## src/verilog/cpuitd_consts.svh

```systemverilog
// Constants for the instruction length and timing decoder.
// Assumes standard one-byte opcodes arriving from the fetch stage.
`ifndef CPUITD_CONSTS_SVH
`define CPUITD_CONSTS_SVH

`define CPUITD_LEN_W        2
`define CPUITD_CYC_W        3
`define CPUITD_LEN_1        2'H1
`define CPUITD_LEN_2        2'H2
`define CPUITD_LEN_3        2'H3
`define CPUITD_CYC_1        3'H1
`define CPUITD_CYC_2        3'H2
`define CPUITD_CYC_3        3'H3
`define CPUITD_CYC_CODE_MIN 3'H4
`define CPUITD_CNT_ZERO     3'H0
`define CPUITD_CNT_ONE      3'H1

`define CPUITD_HI_ADD       4'H2
`define CPUITD_HI_ADD_WITH_CARRY_OP      4'H3
`define CPUITD_HI_ORL       4'H4
`define CPUITD_HI_ANL       4'H5
`define CPUITD_HI_XRL       4'H6
`define CPUITD_HI_SUBTRACT_WITH_BORROW_OP      4'H9
`define CPUITD_HI_MOVRD     4'HA
`define CPUITD_LO_DIRA      4'H2
`define CPUITD_LO_DIRIMM    4'H3
`define CPUITD_LO_IMM       4'H4
`define CPUITD_LO_DIR       4'H5
`define CPUITD_LO_IND       3'H3
`define CPUITD_LO_ROT       4'H3
`define CPUITD_HI_RR        4'H0
`define CPUITD_HI_RRC       4'H1
`define CPUITD_HI_RL        4'H2
`define CPUITD_HI_RLC       4'H3

`define CPUITD_OP_MOVDD     8'H85
`define CPUITD_OP_MOVDPTR   8'H90
`define CPUITD_OP_CODEPC    8'H83
`define CPUITD_OP_CODEDPTR  8'H93
`define CPUITD_OP_XRDDPTR   8'HE0
`define CPUITD_OP_XWRDPTR   8'HF0
`define CPUITD_OP_XRDIND    7'H71
`define CPUITD_OP_XWRIND    7'H79
`define CPUITD_OP_PUSH      8'HC0
`define CPUITD_OP_POP       8'HD0
`define CPUITD_OP_XCHDIR    8'HC5
`define CPUITD_OP_XCHDIND   7'H6B
`define CPUITD_OP_STAIND    7'H7B
`define CPUITD_OP_IMMIND    7'H3B

`define CPUITD_SFR_BIT      7
`define CPUITD_BYTE_ZERO    8'H00

`endif

```

## src/verilog/cpuitd_pkg.sv

```systemverilog
// Types shared by the instruction length and timing decoder.
// Assumes cpuitd_consts.svh is on the include path.
`include "cpuitd_consts.svh"

package cpuitd_pkg;

    typedef enum logic [3:0] {
        MD_NONE   = 4'H0,
        MD_REG    = 4'H1,
        MD_IND    = 4'H2,
        MD_DIR    = 4'H3,
        MD_IMM    = 4'H4,
        MD_DIRIMM = 4'H5,
        MD_DIRDIR = 4'H6,
        MD_WIDE   = 4'H7,
        MD_CODE   = 4'H8,
        MD_XIND   = 4'H9,
        MD_XDPTR  = 4'HA,
        MD_STACK  = 4'HB
    } cpuitd_mode_t;

    typedef enum logic [3:0] {
        ALU_NONE = 4'H0,
        ALU_ADD  = 4'H1,
        ALU_ADD_WITH_CARRY_OP = 4'H2,
        ALU_SUBTRACT_WITH_BORROW_OP = 4'H3,
        ALU_AND  = 4'H4,
        ALU_OR   = 4'H5,
        ALU_XOR  = 4'H6,
        ALU_RL   = 4'H7,
        ALU_RLC  = 4'H8,
        ALU_RR   = 4'H9,
        ALU_RRC  = 4'HA
    } cpuitd_alu_t;

    typedef struct packed {
        logic                      known;
        logic [`CPUITD_LEN_W-1:0]  len;
        logic [`CPUITD_CYC_W-1:0]  cycles;
        cpuitd_mode_t              mode;
        cpuitd_alu_t               alu;
        logic                      wrDirect;
        logic [4:0]                regAddr;
        logic                      dirIsSfr;
    } cpuitd_info_t;

    typedef struct packed {
        logic                      busy;
        logic [`CPUITD_CYC_W-1:0]  remain;
        cpuitd_info_t              info;
        logic [7:0]                result;
        logic                      carry;
    } cpuitd_state_t;

endpackage

```

## src/verilog/cpuitd_decode.sv

```systemverilog
// Instruction length and execution timing decoder with operand ALU.
// Assumes opcode, operand bytes, bank and prefetch extra wait come from
// logic on clk_sys; no pin inputs reach it directly.
`timescale 1ns/1ps
`include "cpuitd_consts.svh"

module cpuitd_decode (
    input  wire logic                      clk_sys,
    input  wire logic                      rst,
    input  wire logic                      decReq,
    input  wire logic [7:0]                decOpcode,
    input  wire logic [7:0]                directAddr,
    input  wire logic [1:0]                bankSel,
    input  wire logic [1:0]                codeExtraWait,
    input  wire logic [7:0]                accIn,
    input  wire logic [7:0]                operandIn,
    input  wire logic                      carryIn,
    output logic                           decReady,
    output logic                           execBusy,
    output logic                           execDone,
    output cpuitd_pkg::cpuitd_info_t       execInfo,
    output logic [7:0]                     aluResult,
    output logic                           aluCarry
);

    cpuitd_pkg::cpuitd_state_t state_ff;
    cpuitd_pkg::cpuitd_state_t nxt_state;
    cpuitd_pkg::cpuitd_info_t  dec;
    logic [3:0]                opHi;
    logic [3:0]                opLo;
    logic                      isArith;
    logic                      isLogic;
    logic                      isAluForm;
    logic [2:0]                regIdx;
    logic                      ptrIdx;
    logic                      lastCycle;
    logic                      take;
    logic [8:0]                wideSum;
    logic [7:0]                aluRes;
    logic                      aluCy;

    assign opHi = decOpcode[7:4];
    assign opLo = decOpcode[3:0];
    assign isArith = (opHi == `CPUITD_HI_ADD) || (opHi == `CPUITD_HI_ADD_WITH_CARRY_OP) ||
                     (opHi == `CPUITD_HI_SUBTRACT_WITH_BORROW_OP);
    assign isLogic = (opHi == `CPUITD_HI_ORL) || (opHi == `CPUITD_HI_ANL) ||
                     (opHi == `CPUITD_HI_XRL);

    // The arithmetic rows also hold branches, the pointer load and the code read;
    // only these low nibbles are ALU operand forms, the rest must fall through
    assign isAluForm = opLo[3] || (opLo[3:1] == `CPUITD_LO_IND) ||
                       (opLo == `CPUITD_LO_DIR) || (opLo == `CPUITD_LO_IMM) ||
                       (isLogic && (opLo == `CPUITD_LO_DIRA || opLo == `CPUITD_LO_DIRIMM));

    // Register forms index the bank with three bits, pointer forms with one
    assign regIdx  = decOpcode[2:0];
    assign ptrIdx  = decOpcode[0];

    // Opcode to length, timing, operand form and ALU function
    always_comb begin
        dec          = '0;
        dec.len      = `CPUITD_LEN_1;
        dec.cycles   = `CPUITD_CYC_1;
        dec.mode     = cpuitd_pkg::MD_NONE;
        dec.alu      = cpuitd_pkg::ALU_NONE;
        dec.dirIsSfr = directAddr[`CPUITD_SFR_BIT];
        // Rotates sit in column 3 of the first four rows
        if (opLo == `CPUITD_LO_ROT && opHi <= `CPUITD_HI_RLC) begin
            dec.known = 1'b1;
            unique case (opHi)
                `CPUITD_HI_RR:  dec.alu = cpuitd_pkg::ALU_RR;
                `CPUITD_HI_RRC: dec.alu = cpuitd_pkg::ALU_RRC;
                `CPUITD_HI_RL:  dec.alu = cpuitd_pkg::ALU_RL;
                default:        dec.alu = cpuitd_pkg::ALU_RLC;
            endcase
        end else if ((isArith || isLogic) && isAluForm) begin
            unique case (opHi)
                `CPUITD_HI_ADD:  dec.alu = cpuitd_pkg::ALU_ADD;
                `CPUITD_HI_ADD_WITH_CARRY_OP: dec.alu = cpuitd_pkg::ALU_ADD_WITH_CARRY_OP;
                `CPUITD_HI_SUBTRACT_WITH_BORROW_OP: dec.alu = cpuitd_pkg::ALU_SUBTRACT_WITH_BORROW_OP;
                `CPUITD_HI_ORL:  dec.alu = cpuitd_pkg::ALU_OR;
                `CPUITD_HI_ANL:  dec.alu = cpuitd_pkg::ALU_AND;
                default:         dec.alu = cpuitd_pkg::ALU_XOR;
            endcase
            if (opLo[3]) begin
                dec.known = 1'b1;
                dec.mode  = cpuitd_pkg::MD_REG;
            end else if (opLo[3:1] == `CPUITD_LO_IND) begin
                dec.known  = 1'b1;
                dec.mode   = cpuitd_pkg::MD_IND;
                dec.cycles = `CPUITD_CYC_2;
            end else if (opLo == `CPUITD_LO_DIR) begin
                dec.known  = 1'b1;
                dec.mode   = cpuitd_pkg::MD_DIR;
                dec.len    = `CPUITD_LEN_2;
                dec.cycles = `CPUITD_CYC_2;
            end else if (opLo == `CPUITD_LO_IMM) begin
                dec.known  = 1'b1;
                dec.mode   = cpuitd_pkg::MD_IMM;
                dec.len    = `CPUITD_LEN_2;
                dec.cycles = `CPUITD_CYC_2;
            end else if (isLogic && opLo == `CPUITD_LO_DIRA) begin
                dec.known    = 1'b1;
                dec.mode     = cpuitd_pkg::MD_DIR;
                dec.wrDirect = 1'b1;
                dec.len      = `CPUITD_LEN_2;
                dec.cycles   = `CPUITD_CYC_2;
            end else if (isLogic && opLo == `CPUITD_LO_DIRIMM) begin
                dec.known    = 1'b1;
                dec.mode     = cpuitd_pkg::MD_DIRIMM;
                dec.wrDirect = 1'b1;
                dec.len      = `CPUITD_LEN_3;
                dec.cycles   = `CPUITD_CYC_3;
            end else begin
                dec.alu = cpuitd_pkg::ALU_NONE;
            end
        end else if (opHi == `CPUITD_HI_MOVRD && opLo[3]) begin
            dec.known  = 1'b1;
            dec.mode   = cpuitd_pkg::MD_DIR;
            dec.len    = `CPUITD_LEN_2;
            dec.cycles = `CPUITD_CYC_2;
        end else if (decOpcode == `CPUITD_OP_MOVDD) begin
            // Both addresses travel with the opcode, hence three bytes
            dec.known    = 1'b1;
            dec.mode     = cpuitd_pkg::MD_DIRDIR;
            dec.wrDirect = 1'b1;
            dec.len      = `CPUITD_LEN_3;
            dec.cycles   = `CPUITD_CYC_3;
        end else if (decOpcode[7:1] == `CPUITD_OP_STAIND) begin
            dec.known  = 1'b1;
            dec.mode   = cpuitd_pkg::MD_IND;
            dec.cycles = `CPUITD_CYC_2;
        end else if (decOpcode[7:1] == `CPUITD_OP_IMMIND) begin
            dec.known  = 1'b1;
            dec.mode   = cpuitd_pkg::MD_IND;
            dec.len    = `CPUITD_LEN_2;
            dec.cycles = `CPUITD_CYC_2;
        end else if (decOpcode == `CPUITD_OP_MOVDPTR) begin
            dec.known  = 1'b1;
            dec.mode   = cpuitd_pkg::MD_WIDE;
            dec.len    = `CPUITD_LEN_3;
            dec.cycles = `CPUITD_CYC_3;
        end else if (decOpcode == `CPUITD_OP_CODEDPTR) begin
            // Extra wait reflects prefetch buffer state; the sum tops out at seven
            dec.known  = 1'b1;
            dec.mode   = cpuitd_pkg::MD_CODE;
            dec.cycles = `CPUITD_CYC_CODE_MIN + {1'b0, codeExtraWait};
        end else if (decOpcode == `CPUITD_OP_CODEPC) begin
            dec.known  = 1'b1;
            dec.mode   = cpuitd_pkg::MD_CODE;
            dec.cycles = `CPUITD_CYC_3;
        end else if (decOpcode[7:1] == `CPUITD_OP_XRDIND ||
                     decOpcode[7:1] == `CPUITD_OP_XWRIND) begin
            // External moves share one timing in both directions
            dec.known  = 1'b1;
            dec.mode   = cpuitd_pkg::MD_XIND;
            dec.cycles = `CPUITD_CYC_3;
        end else if (decOpcode == `CPUITD_OP_XRDDPTR ||
                     decOpcode == `CPUITD_OP_XWRDPTR) begin
            dec.known  = 1'b1;
            dec.mode   = cpuitd_pkg::MD_XDPTR;
            dec.cycles = `CPUITD_CYC_3;
        end else if (decOpcode == `CPUITD_OP_PUSH ||
                     decOpcode == `CPUITD_OP_POP) begin
            // Only the pop lands in its direct byte; the push writes the stack
            dec.known    = 1'b1;
            dec.mode     = cpuitd_pkg::MD_STACK;
            dec.wrDirect = (decOpcode == `CPUITD_OP_POP);
            dec.len      = `CPUITD_LEN_2;
            dec.cycles   = `CPUITD_CYC_2;
        end else if (decOpcode == `CPUITD_OP_XCHDIR) begin
            dec.known    = 1'b1;
            dec.mode     = cpuitd_pkg::MD_DIR;
            dec.wrDirect = 1'b1;
            dec.len      = `CPUITD_LEN_2;
            dec.cycles   = `CPUITD_CYC_2;
        end else if (decOpcode[7:1] == `CPUITD_OP_XCHDIND) begin
            dec.known  = 1'b1;
            dec.mode   = cpuitd_pkg::MD_IND;
            dec.cycles = `CPUITD_CYC_2;
        end else begin
            // Unlisted opcodes still pass as one byte and one cycle, so the core never stalls
            dec.known = 1'b0;
        end

        // Register file address: bank in the top two bits
        // Only the first two registers can point, so the middle bits are forced low
        if (dec.mode == cpuitd_pkg::MD_IND || dec.mode == cpuitd_pkg::MD_XIND) begin
            dec.regAddr = {bankSel, 2'H0, ptrIdx};
        end else begin
            dec.regAddr = {bankSel, regIdx};
        end
    end

    // Accumulator ALU; carry is both the add-in and the incoming borrow
    always_comb begin
        wideSum = 9'H000;
        aluRes  = accIn;
        aluCy   = carryIn;
        unique case (dec.alu)
            cpuitd_pkg::ALU_ADD: begin
                wideSum = {1'b0, accIn} + {1'b0, operandIn};
                aluRes  = wideSum[7:0];
                aluCy   = wideSum[8];
            end
            cpuitd_pkg::ALU_ADD_WITH_CARRY_OP: begin
                wideSum = {1'b0, accIn} + {1'b0, operandIn} + {8'H00, carryIn};
                aluRes  = wideSum[7:0];
                aluCy   = wideSum[8];
            end
            cpuitd_pkg::ALU_SUBTRACT_WITH_BORROW_OP: begin
                wideSum = {1'b0, accIn} - {1'b0, operandIn} - {8'H00, carryIn};
                aluRes  = wideSum[7:0];
                aluCy   = wideSum[8];
            end
            // Logic results leave the carry untouched
            cpuitd_pkg::ALU_AND: aluRes = accIn & operandIn;
            cpuitd_pkg::ALU_OR:  aluRes = accIn | operandIn;
            cpuitd_pkg::ALU_XOR: aluRes = accIn ^ operandIn;
            // Plain rotates leave the carry alone too
            cpuitd_pkg::ALU_RL:  aluRes = {accIn[6:0], accIn[7]};
            cpuitd_pkg::ALU_RLC: begin
                aluRes = {accIn[6:0], carryIn};
                aluCy  = accIn[7];
            end
            cpuitd_pkg::ALU_RR:  aluRes = {accIn[0], accIn[7:1]};
            cpuitd_pkg::ALU_RRC: begin
                aluRes = {carryIn, accIn[7:1]};
                aluCy  = accIn[0];
            end
            default: aluRes = accIn;
        endcase
    end

    // Ready in the last busy cycle so instructions issue back to back
    // Counting down to zero needs one comparator whatever the length
    assign lastCycle = state_ff.busy && (state_ff.remain == `CPUITD_CNT_ZERO);
    assign take      = decReq && (!state_ff.busy || lastCycle);

    always_comb begin
        nxt_state = state_ff;
        // A take in the last cycle wins over the drop to idle
        if (take) begin
            nxt_state.busy   = 1'b1;
            nxt_state.remain = dec.cycles - `CPUITD_CNT_ONE;
            nxt_state.info   = dec;
            nxt_state.result = aluRes;
            nxt_state.carry  = aluCy;
        end else if (lastCycle) begin
            nxt_state.busy = 1'b0;
        end else if (state_ff.busy) begin
            nxt_state.remain = state_ff.remain - `CPUITD_CNT_ONE;
        end
    end

    // Reset clears the held info too, so a stale length never reads as valid
    always_ff @(posedge clk_sys) begin
        if (rst) begin
            state_ff <= '0;
        end else begin
            state_ff <= nxt_state;
        end
    end

    assign decReady  = !state_ff.busy || lastCycle;
    assign execBusy  = state_ff.busy;
    // Done comes from the count, not a flop of its own
    assign execDone  = lastCycle;
    // Info and result hold until the next take
    assign execInfo  = state_ff.info;
    assign aluResult = state_ff.result;
    assign aluCarry  = state_ff.carry;

endmodule

```

## config.mk

```make
export PLATFORM = sky130hd
export DESIGN_NAME = cpuitd_decode
export DESIGN_NICKNAME = d
export VERILOG_FILES = /design/src/verilog/cpuitd_pkg.sv /design/src/verilog/cpuitd_decode.sv
export VERILOG_INCLUDE_DIRS = /design/src /design/src/verilog
export SDC_FILE = /design/constraint.sdc
export NUM_CORES = 1
export LEC_CHECK = 0
export BUFFER_PORTS_ARGS = -buffer_cell sky130_fd_sc_hd__buf_2
export CAP_MARGIN = 20
export CORE_ASPECT_RATIO = 0.5
export CORE_MARGIN = 2
export CORE_UTILIZATION = 45
export CTS_CLUSTER_DIAMETER = 60
export DETAILED_ROUTE_END_ITERATION = 6
export PLACE_DENSITY = 0.78
export SYNTH_ARGS = -nofsm -noshare
export SYNTH_HDL_FRONTEND = slang
export SYNTH_SLANG_ARGS = --single-unit
```

## constraint.sdc

```tcl
create_clock -name clk_sys -period 3.7 [get_ports clk_sys]
set_clock_uncertainty 0.2 [all_clocks]
set_input_delay 0.555 -clock clk_sys [delete_from_list [all_inputs] [get_ports clk_sys]]
set_output_delay 0.555 -clock clk_sys [all_outputs]
set_load 0.03 [all_outputs]
```

# After elaboration in Yosys (flattened, before gate mapping)
# Index checks and enable logic that the tools add are counted.
word_totals:
  latch_bits: 0
  word_cells: 162
  output_inout_bits: 33
  ramBits: 0
  rom_bits: 0
  regBits: 34
  memories: 0
  inputBits: 40
classes:
  multipliers: 0
  reduce_logical: 29
  n_addsub: 7
  div_mod_pow: 0
  shifts: 0
  mux: 70
  bitwise: 3
  magnitude_cmp: 1
  eq_ne: 40
op_table:
  columns: ["op", "count"]
  rows:
  - ["2-to-1 mux 10 bit", 10]
  - ["one-hot mux 8 bit (10 select lines)", 1]
  - ["equality test 8 bit, second input constant", 9]
  - ["2-to-1 mux 7 bit", 6]
  - ["equality test 4 x 3 -> 1 bit, second input constant", 9]
  - ["equality test 4 x 2 -> 1 bit, second input constant", 7]
  - ["equality test 7 bit, second input constant", 4]
  - ["2-to-1 mux 1 bit", 26]
  - ["2-to-1 mux 5 bit", 5]
  - ["equality test 4 bit, second input constant", 6]
  - ["2-to-1 mux 4 bit", 6]
  - ["logical OR 1 bit", 15]
  - ["one-hot mux 3 bit (5 select lines)", 1]
  - ["2-to-1 mux 2 bit", 7]
  - ["2-to-1 mux 6 bit", 2]
  - ["one-hot mux 4 bit (3 select lines)", 1]
  - ["adder 8 x 8 -> 9 bit", 1]
  - ["adder 9 x 1 -> 9 bit", 1]
  - ["2-to-1 mux 3 bit", 3]
  - ["2-to-1 mux 9 bit", 1]
  - ["subtractor 8 x 8 -> 9 bit", 1]
  - ["subtractor 9 x 1 -> 9 bit", 1]
  - ["AND 8 bit", 1]
  - ["equality test 4 x 1 -> 1 bit, second input constant", 2]
  - ["15 further kinds", 24]

# Longest topological paths before layout
depth:
  depth_word: 18
  mapped_depth: 12
  ltp_nobuf: 11

# Least setup slack after synthesis
# No wires, ideal clock.
synth_timing:
  path_type: "register to register"
  startpoint: "register state_ff[30] (netlist bit)"
  endpoint: "register state_ff[32] (netlist bit)"
  t_arrival_ns: 2.862
  setup_time_ns: 0.071
  n_path_buf: 0
  period_less_slack_ns: 3.133
  t_required_ns: 3.429
  setup_slack_ns: 0.567
  stages_incl_launch_ff: 10
  cell_sequence: "dfxtp_1 o31ai_1 nand2_1 nor2_1 o2111ai_1 a21boi_0 ha_1 nor3_1 a21oi_1 a21oi_1"
synth_between:
  elab_chain_cells: 6
  word_cells_on_any_way: 11
  classes_between: "add/sub: 1; eq/ne: 1; mux: 3; reduce/logical: 6"
synth_rtl:
  columns: ["item", "line_no", "source"]
  rows:
  - ["from (decl)", "cpuitd_decode.sv:26", "cpuitd_pkg::cpuitd_state_t state_ff;"]
  - ["from (signal assigned)", "cpuitd_decode.sv:261", "state_ff <= nxt_state;"]
  - ["zero test 3 bit (no source line) *", null, null]
  - ["logical AND 1 bit *", "cpuitd_decode.sv:237", "assign lastCycle = state_ff.busy && (state_ff.remain == `CPUITD_CNT_ZERO);"]
  - ["logical OR 1 bit *", null, null]
  - ["via decReady", "cpuitd_decode.sv:18", "output logic decReady,"]
  - ["logical AND 1 bit *", "cpuitd_decode.sv:238", "assign take = decReq && (!state_ff.busy || lastCycle);"]
  - ["!= test 2 x 1 -> 1 bit (no source line) or nonzero test 2 bit (tied branches)", null, null]
  - ["AND reduction 2 bit (no source line)", null, null]
# The timed path passes the listed nets; every way through them passes the cells marked *. The select of a mux whose other input is x is not followed.
# A chain may end at the register's enable or synchronous reset.

# Worst setup path after layout
layout_timing:
  startpoint: "input port decOpcode[7]"
  endpoint: "register state_ff[32] (netlist bit)"
layout_between:
  elab_chain_cells: 17
  word_cells_on_any_way: 59
  classes_between: "add/sub: 1; order compare: 1; eq/ne: 21; mux: 21; reduce/logical: 15"
layout_rtl:
  columns: ["item", "line_no", "source"]
  rows:
  - ["from (decl)", "cpuitd_decode.sv:11", "input wire logic [7:0] decOpcode,"]
  - ["equality test 7 bit (no source line)", null, null]
  - ["2-to-1 mux 6 bit", "cpuitd_decode.sv:177", "end else if (decOpcode[7:1] == `CPUITD_OP_XCHDIND) begin"]
  - ["2-to-1 mux 6 bit", "cpuitd_decode.sv:171", "end else if (decOpcode == `CPUITD_OP_XCHDIR) begin"]
  - ["2-to-1 mux 10 bit", "cpuitd_decode.sv:163", "end else if (decOpcode == `CPUITD_OP_PUSH ||"]
  - ["2-to-1 mux 7 bit", "cpuitd_decode.sv:158", "end else if (decOpcode == `CPUITD_OP_XRDDPTR ||"]
  - ["2-to-1 mux 7 bit", "cpuitd_decode.sv:152", "end else if (decOpcode[7:1] == `CPUITD_OP_XRDIND ||"]
  - ["2-to-1 mux 7 bit", "cpuitd_decode.sv:148", "end else if (decOpcode == `CPUITD_OP_CODEPC) begin"]
  - ["2-to-1 mux 7 bit", "cpuitd_decode.sv:143", "end else if (decOpcode == `CPUITD_OP_CODEDPTR) begin"]
  - ["2-to-1 mux 10 bit", "cpuitd_decode.sv:138", "end else if (decOpcode == `CPUITD_OP_MOVDPTR) begin"]
  - ["2-to-1 mux 10 bit", "cpuitd_decode.sv:133", "end else if (decOpcode[7:1] == `CPUITD_OP_IMMIND) begin"]
  - ["2-to-1 mux 7 bit", "cpuitd_decode.sv:129", "end else if (decOpcode[7:1] == `CPUITD_OP_STAIND) begin"]
  - ["2-to-1 mux 10 bit", "cpuitd_decode.sv:122", "end else if (decOpcode == `CPUITD_OP_MOVDD) begin"]
  - ["2-to-1 mux 10 bit", "cpuitd_decode.sv:117", "end else if (opHi == `CPUITD_HI_MOVRD && opLo[3]) begin"]
  - ["2-to-1 mux 10 bit", "cpuitd_decode.sv:76", "end else if ((isArith || isLogic) && isAluForm) begin"]
  - ["2-to-1 mux 9 bit *", "cpuitd_decode.sv:68", "if (opLo == `CPUITD_LO_ROT && opHi <= `CPUITD_HI_RLC) begin"]
  - ["subtractor 3 x 1 -> 3 bit (no source line) *", null, null]
  - ["2-to-1 mux 4 bit *", "cpuitd_decode.sv:243", "if (take) begin"]
# Mark *: on every way between the ends. The rest lies on a longest branch, timed or not.

==> parameters.txt <==
Parameter                              Value

Cells and area
  Area growth, synth to finish    9.67%
  Most common cell after layout, fill and taps aside    sky130_fd_sc_hd__buf_2
  Top library cells by usage in the layout, fill and taps aside    65 x sky130_fd_sc_hd__buf_2, 55 x sky130_fd_sc_hd__nand2_1, 44 x sky130_fd_sc_hd__nor2_1
  Combined area of the multi-input logic cells    roughly 2800 sq um
  Post-layout net count    635
  Storage element area    681 sq um
  Antenna Diode Count    0
  Number of fill cells in the layout    882
  Share of layout cells above drive strength 1    17.7%

Power
  Worst VDD drop    0.237 mV
  P per Cell Area    362 nW/um^2
  Part of the power in the clock network    35.1%
  Part of the total power dissipated in sequential elements    27.1%
  Leakage power total    0.00187 uW
  Power share of the combinational group    a little under two fifths
  Fraction of power spent switching nets    36.1%
  Internal power of the cells    996 uW
  Sw Pwr    562 uW

Floorplanning
  I/O pin count    73
  Die Height    approximately 70 um
  Initial Util    45.7%
  Width of the die    136 um
  CORE AREA    roughly 8600 sq um
  Die Outline Area    between 9000 and 10000 sq um
  Row count    24

Route
  Total wirelength of the detailed-routed design    around 12000 um
  DR vias    4099
  Count of unresolved DRC violations after routing    0
  Drt wl/cell    17.1 um
  Post-detailed-route via-to-cell ratio    6.05
  Violation count after the first detailed-route iteration    555
  Number of iterations in the first detailed-routing pass    6
  Antenna-violating nets left    0

Timing
  Setup TNS after final layout    0 ps
  Share of the clock period used by the worst path after layout    86.3%
  Smallest hold slack    250 ps
  Relative max-transition margin    47.8%
  Achievable Freq    ~310 MHz
  Slew of the pin with the lowest slew margin    784 ps
  Worst Slack Setup Final    505 ps
  Final setup viols    0
  Final-report hold violation count    0
  Total count of max-transition violations in the final report    0
  Unrepaired setup endpoints after global routing    false
  Fin crit period    3190 ps

Global routing
  Overflow left after global routing    0
  Vias in the first global route    roughly 3800
  Largest net degree at the start of global routing    28
  Antenna violations before repair    0
  Total track usage    24.2%
  Wire length of the first global-routing pass    18700 um

Setup path
  Logic depth of the worst path, buffers included    11
  Max Fanout on Critical Path    19
  Crit end category    flop
  Critical Path, Cell by Cell    buf_2, or3b_2, a211oi_1, o21ai_0, o2111ai_1, o2111ai_1, a21boi_0, ha_1, nor3_1, a21oi_1, a21oi_1
  Arrival time worst endpoint    ~3200 ps
  Slowest Stage Delay on Critical Path    510 ps
  Worst Reg2Reg Path Length in Cells    7
  Largest delay contributor family on the critical path    compound AO/OA/AOI/OAI gates
  Slowest library cell on the worst path    sky130_fd_sc_hd__or3b_2
  CP startpoint kind    input port
  Worst path required time    approximately 3700 ps
  Buffer and inverter count on the worst path    1
  Setup CP Type    in2reg
  Flop2flop setup slack    900 ps

Yosys
  Synthesis-stage register bit count    34
  Post-synth cell types    slightly below 70
  Main combinational cell family by area after synthesis    compound AO/OA/AOI/OAI gates
  Per-instance average area after synthesis    7.30 sq um
  Mux cell area share after synthesis    1.28%
  Syn_nets    approximately 610
  Area share of and/or/nand/nor cells after synthesis    approximately a quarter
  Total number of yosys warnings    0
  Compound-cell area share of the yosys netlist    27.8%
  Synth Area in Adders    12.1%
  Fraction of the yosys area taken by sequential cells    17.4%
  Cell count after synthesis    537
  Share of async-settable or async-resettable flops after synthesis    0%
  Total standard cell area after synthesis    3920 sq um
  Number of flops mapped to enable cells by yosys    0
  Post-synthesis xor/xnor area fraction    4.02%
  Top FF cell, synth    sky130_fd_sc_hd__dfxtp_1

Placed design
  Detail Placement HPWL    8740 um
  Pre-CTS WS    305 ps
  Count of input and output buffers    65
  RD Place Congestion    0.976

Run
  Maxcap violations    0

Clock tree
  Post-CTS repair timing setup buffer count    0
  CTS Sinks    34
  Gates resized, CTS repair    0
  Clock Latency Late Sink    280 ps
  Inserted Clock Buffers    5
  Maximum level of the CTS H-tree    2
  Cell at the root of the clock tree    sky130_fd_sc_hd__clkbuf_16
  CTS tree    done
  Clock transition at the register clock pins on the worst setup and hold paths after CTS    roughly 60 ps
  Cts hold-fix bufs    0
  Maximum clock path buffer count    2

Min path
  HP Class    reg2reg
  Hold-critical path depth    2

Run status
  Result of the run    finished, final reports clean
[logic make-up (layout without fill, tap and decap cells)]
logic type,after synthesis,in the layout
and+or+nand+nor,192,192
xor gates and xnor gates,18,18
muxes,5,5
adders and majority gates,36,36
AOI/OAI and AO/OA,161,161
DFF,34,34
buffers and inverters,91,114
[path summary, 6_finish.rpt]
check,end,from
min reg2reg,execInfo[1],execInfo[1]
max,state_ff[32],decOpcode[7]
min,execInfo[1],execInfo[1]
max reg2reg,aluResult[5],state_ff[30]
[tightest hold or removal path: stages (launching register included)]
cell                      delay (ps)
sky130_fd_sc_hd__dfxtp_1         300
sky130_fd_sc_hd__nand2_1          50
sky130_fd_sc_hd__a21oi_1          50
[area by class of cell]
type | count | share of cell area (%)
multi-input cells | 412 | 64.2
well taps | 117 | 3.40
clock buffers | 5 | 2.91
repair buffers | 76 | 9.49
inverters | 30 | 2.62
flip-flops and latches | 34 | 15.8
clock inverters | 3 | 1.60
[power groups by stage]
stage / Sequential, uW / Combinational, uW / Clock, uW
2_1_floorplan: 428 / 451 / 0
3_3_place_gp: 427 / 568 / 0
3_5_place_dp: 429 / 577 / 0
4_1_cts: 421 / 581 / 553
5_1_grt: 426 / 643 / 572
6_report: 422 / 590 / 547
[sequential cells by signal (all words and copies together) (netlist names)]
signal     flops
aluResult      8
aluCarry       1
execBusy       1
execInfo      21
state_ff       3
[layer usage]
| layer | wire length, um | share of wire [%] | global-route usage (%) | vias up |
|---|---|---|---|---|
| met5 | 0 | 0 | 0 | - |
| met3 | 791 | 6.8 | 3.99 | 26 |
| met4 | 298 | 2.6 | 7.41 | 0 |
| li1 | - | - | - | 1968 |
| met1 | 5270 | 46 | 32.9 | 1923 |
| met2 | 5190 | 45 | 39.5 | 182 |
[cell usage after synthesis (5+ instances only)]
library cell                number  area, sq um
sky130_fd_sc_hd__o2111ai_1       5         43.8
sky130_fd_sc_hd__o21ai_0        31          155
sky130_fd_sc_hd__nand4_1         7         43.8
sky130_fd_sc_hd__buf_4          30          225
sky130_fd_sc_hd__mux2i_1         5         50.1
sky130_fd_sc_hd__xor2_1         12          105
sky130_fd_sc_hd__nand3_1        17         85.1
sky130_fd_sc_hd__nor2b_1         8         50.1
sky130_fd_sc_hd__or3_1           6         37.5
sky130_fd_sc_hd__nor3_1         17         85.1
sky130_fd_sc_hd__o211ai_1        8         60.1
sky130_fd_sc_hd__nor2_1         44          165
sky130_fd_sc_hd__ha_1           33          413
sky130_fd_sc_hd__nand2_1        55          206
sky130_fd_sc_hd__dfxtp_1        34          681
sky130_fd_sc_hd__and3_1          7         43.8
sky130_fd_sc_hd__o22ai_1         7         43.8
sky130_fd_sc_hd__a211oi_1        7         52.6
sky130_fd_sc_hd__a31oi_1         8         50.1
sky130_fd_sc_hd__xnor2_1         6         52.6
sky130_fd_sc_hd__inv_1          30          113
sky130_fd_sc_hd__clkbuf_1       21         78.8
sky130_fd_sc_hd__a21oi_1        39          195
[metrics by stage]
step / total power (uW) / util, % / area [sq um] / std cells
after floorplan: 879 / - / 3920 / 537
after global placement: 995 / 47.8 / 4110 / 669
after detailed placement: 1010 / 47.8 / 4110 / 669
after CTS: 1550 / 50.1 / 4300 / 677
after global routing: 1640 / 50.1 / 4300 / 677
final: 1560 / 50.1 / 4300 / 677
No activity file was read; power rests on OpenSTA's default activity.
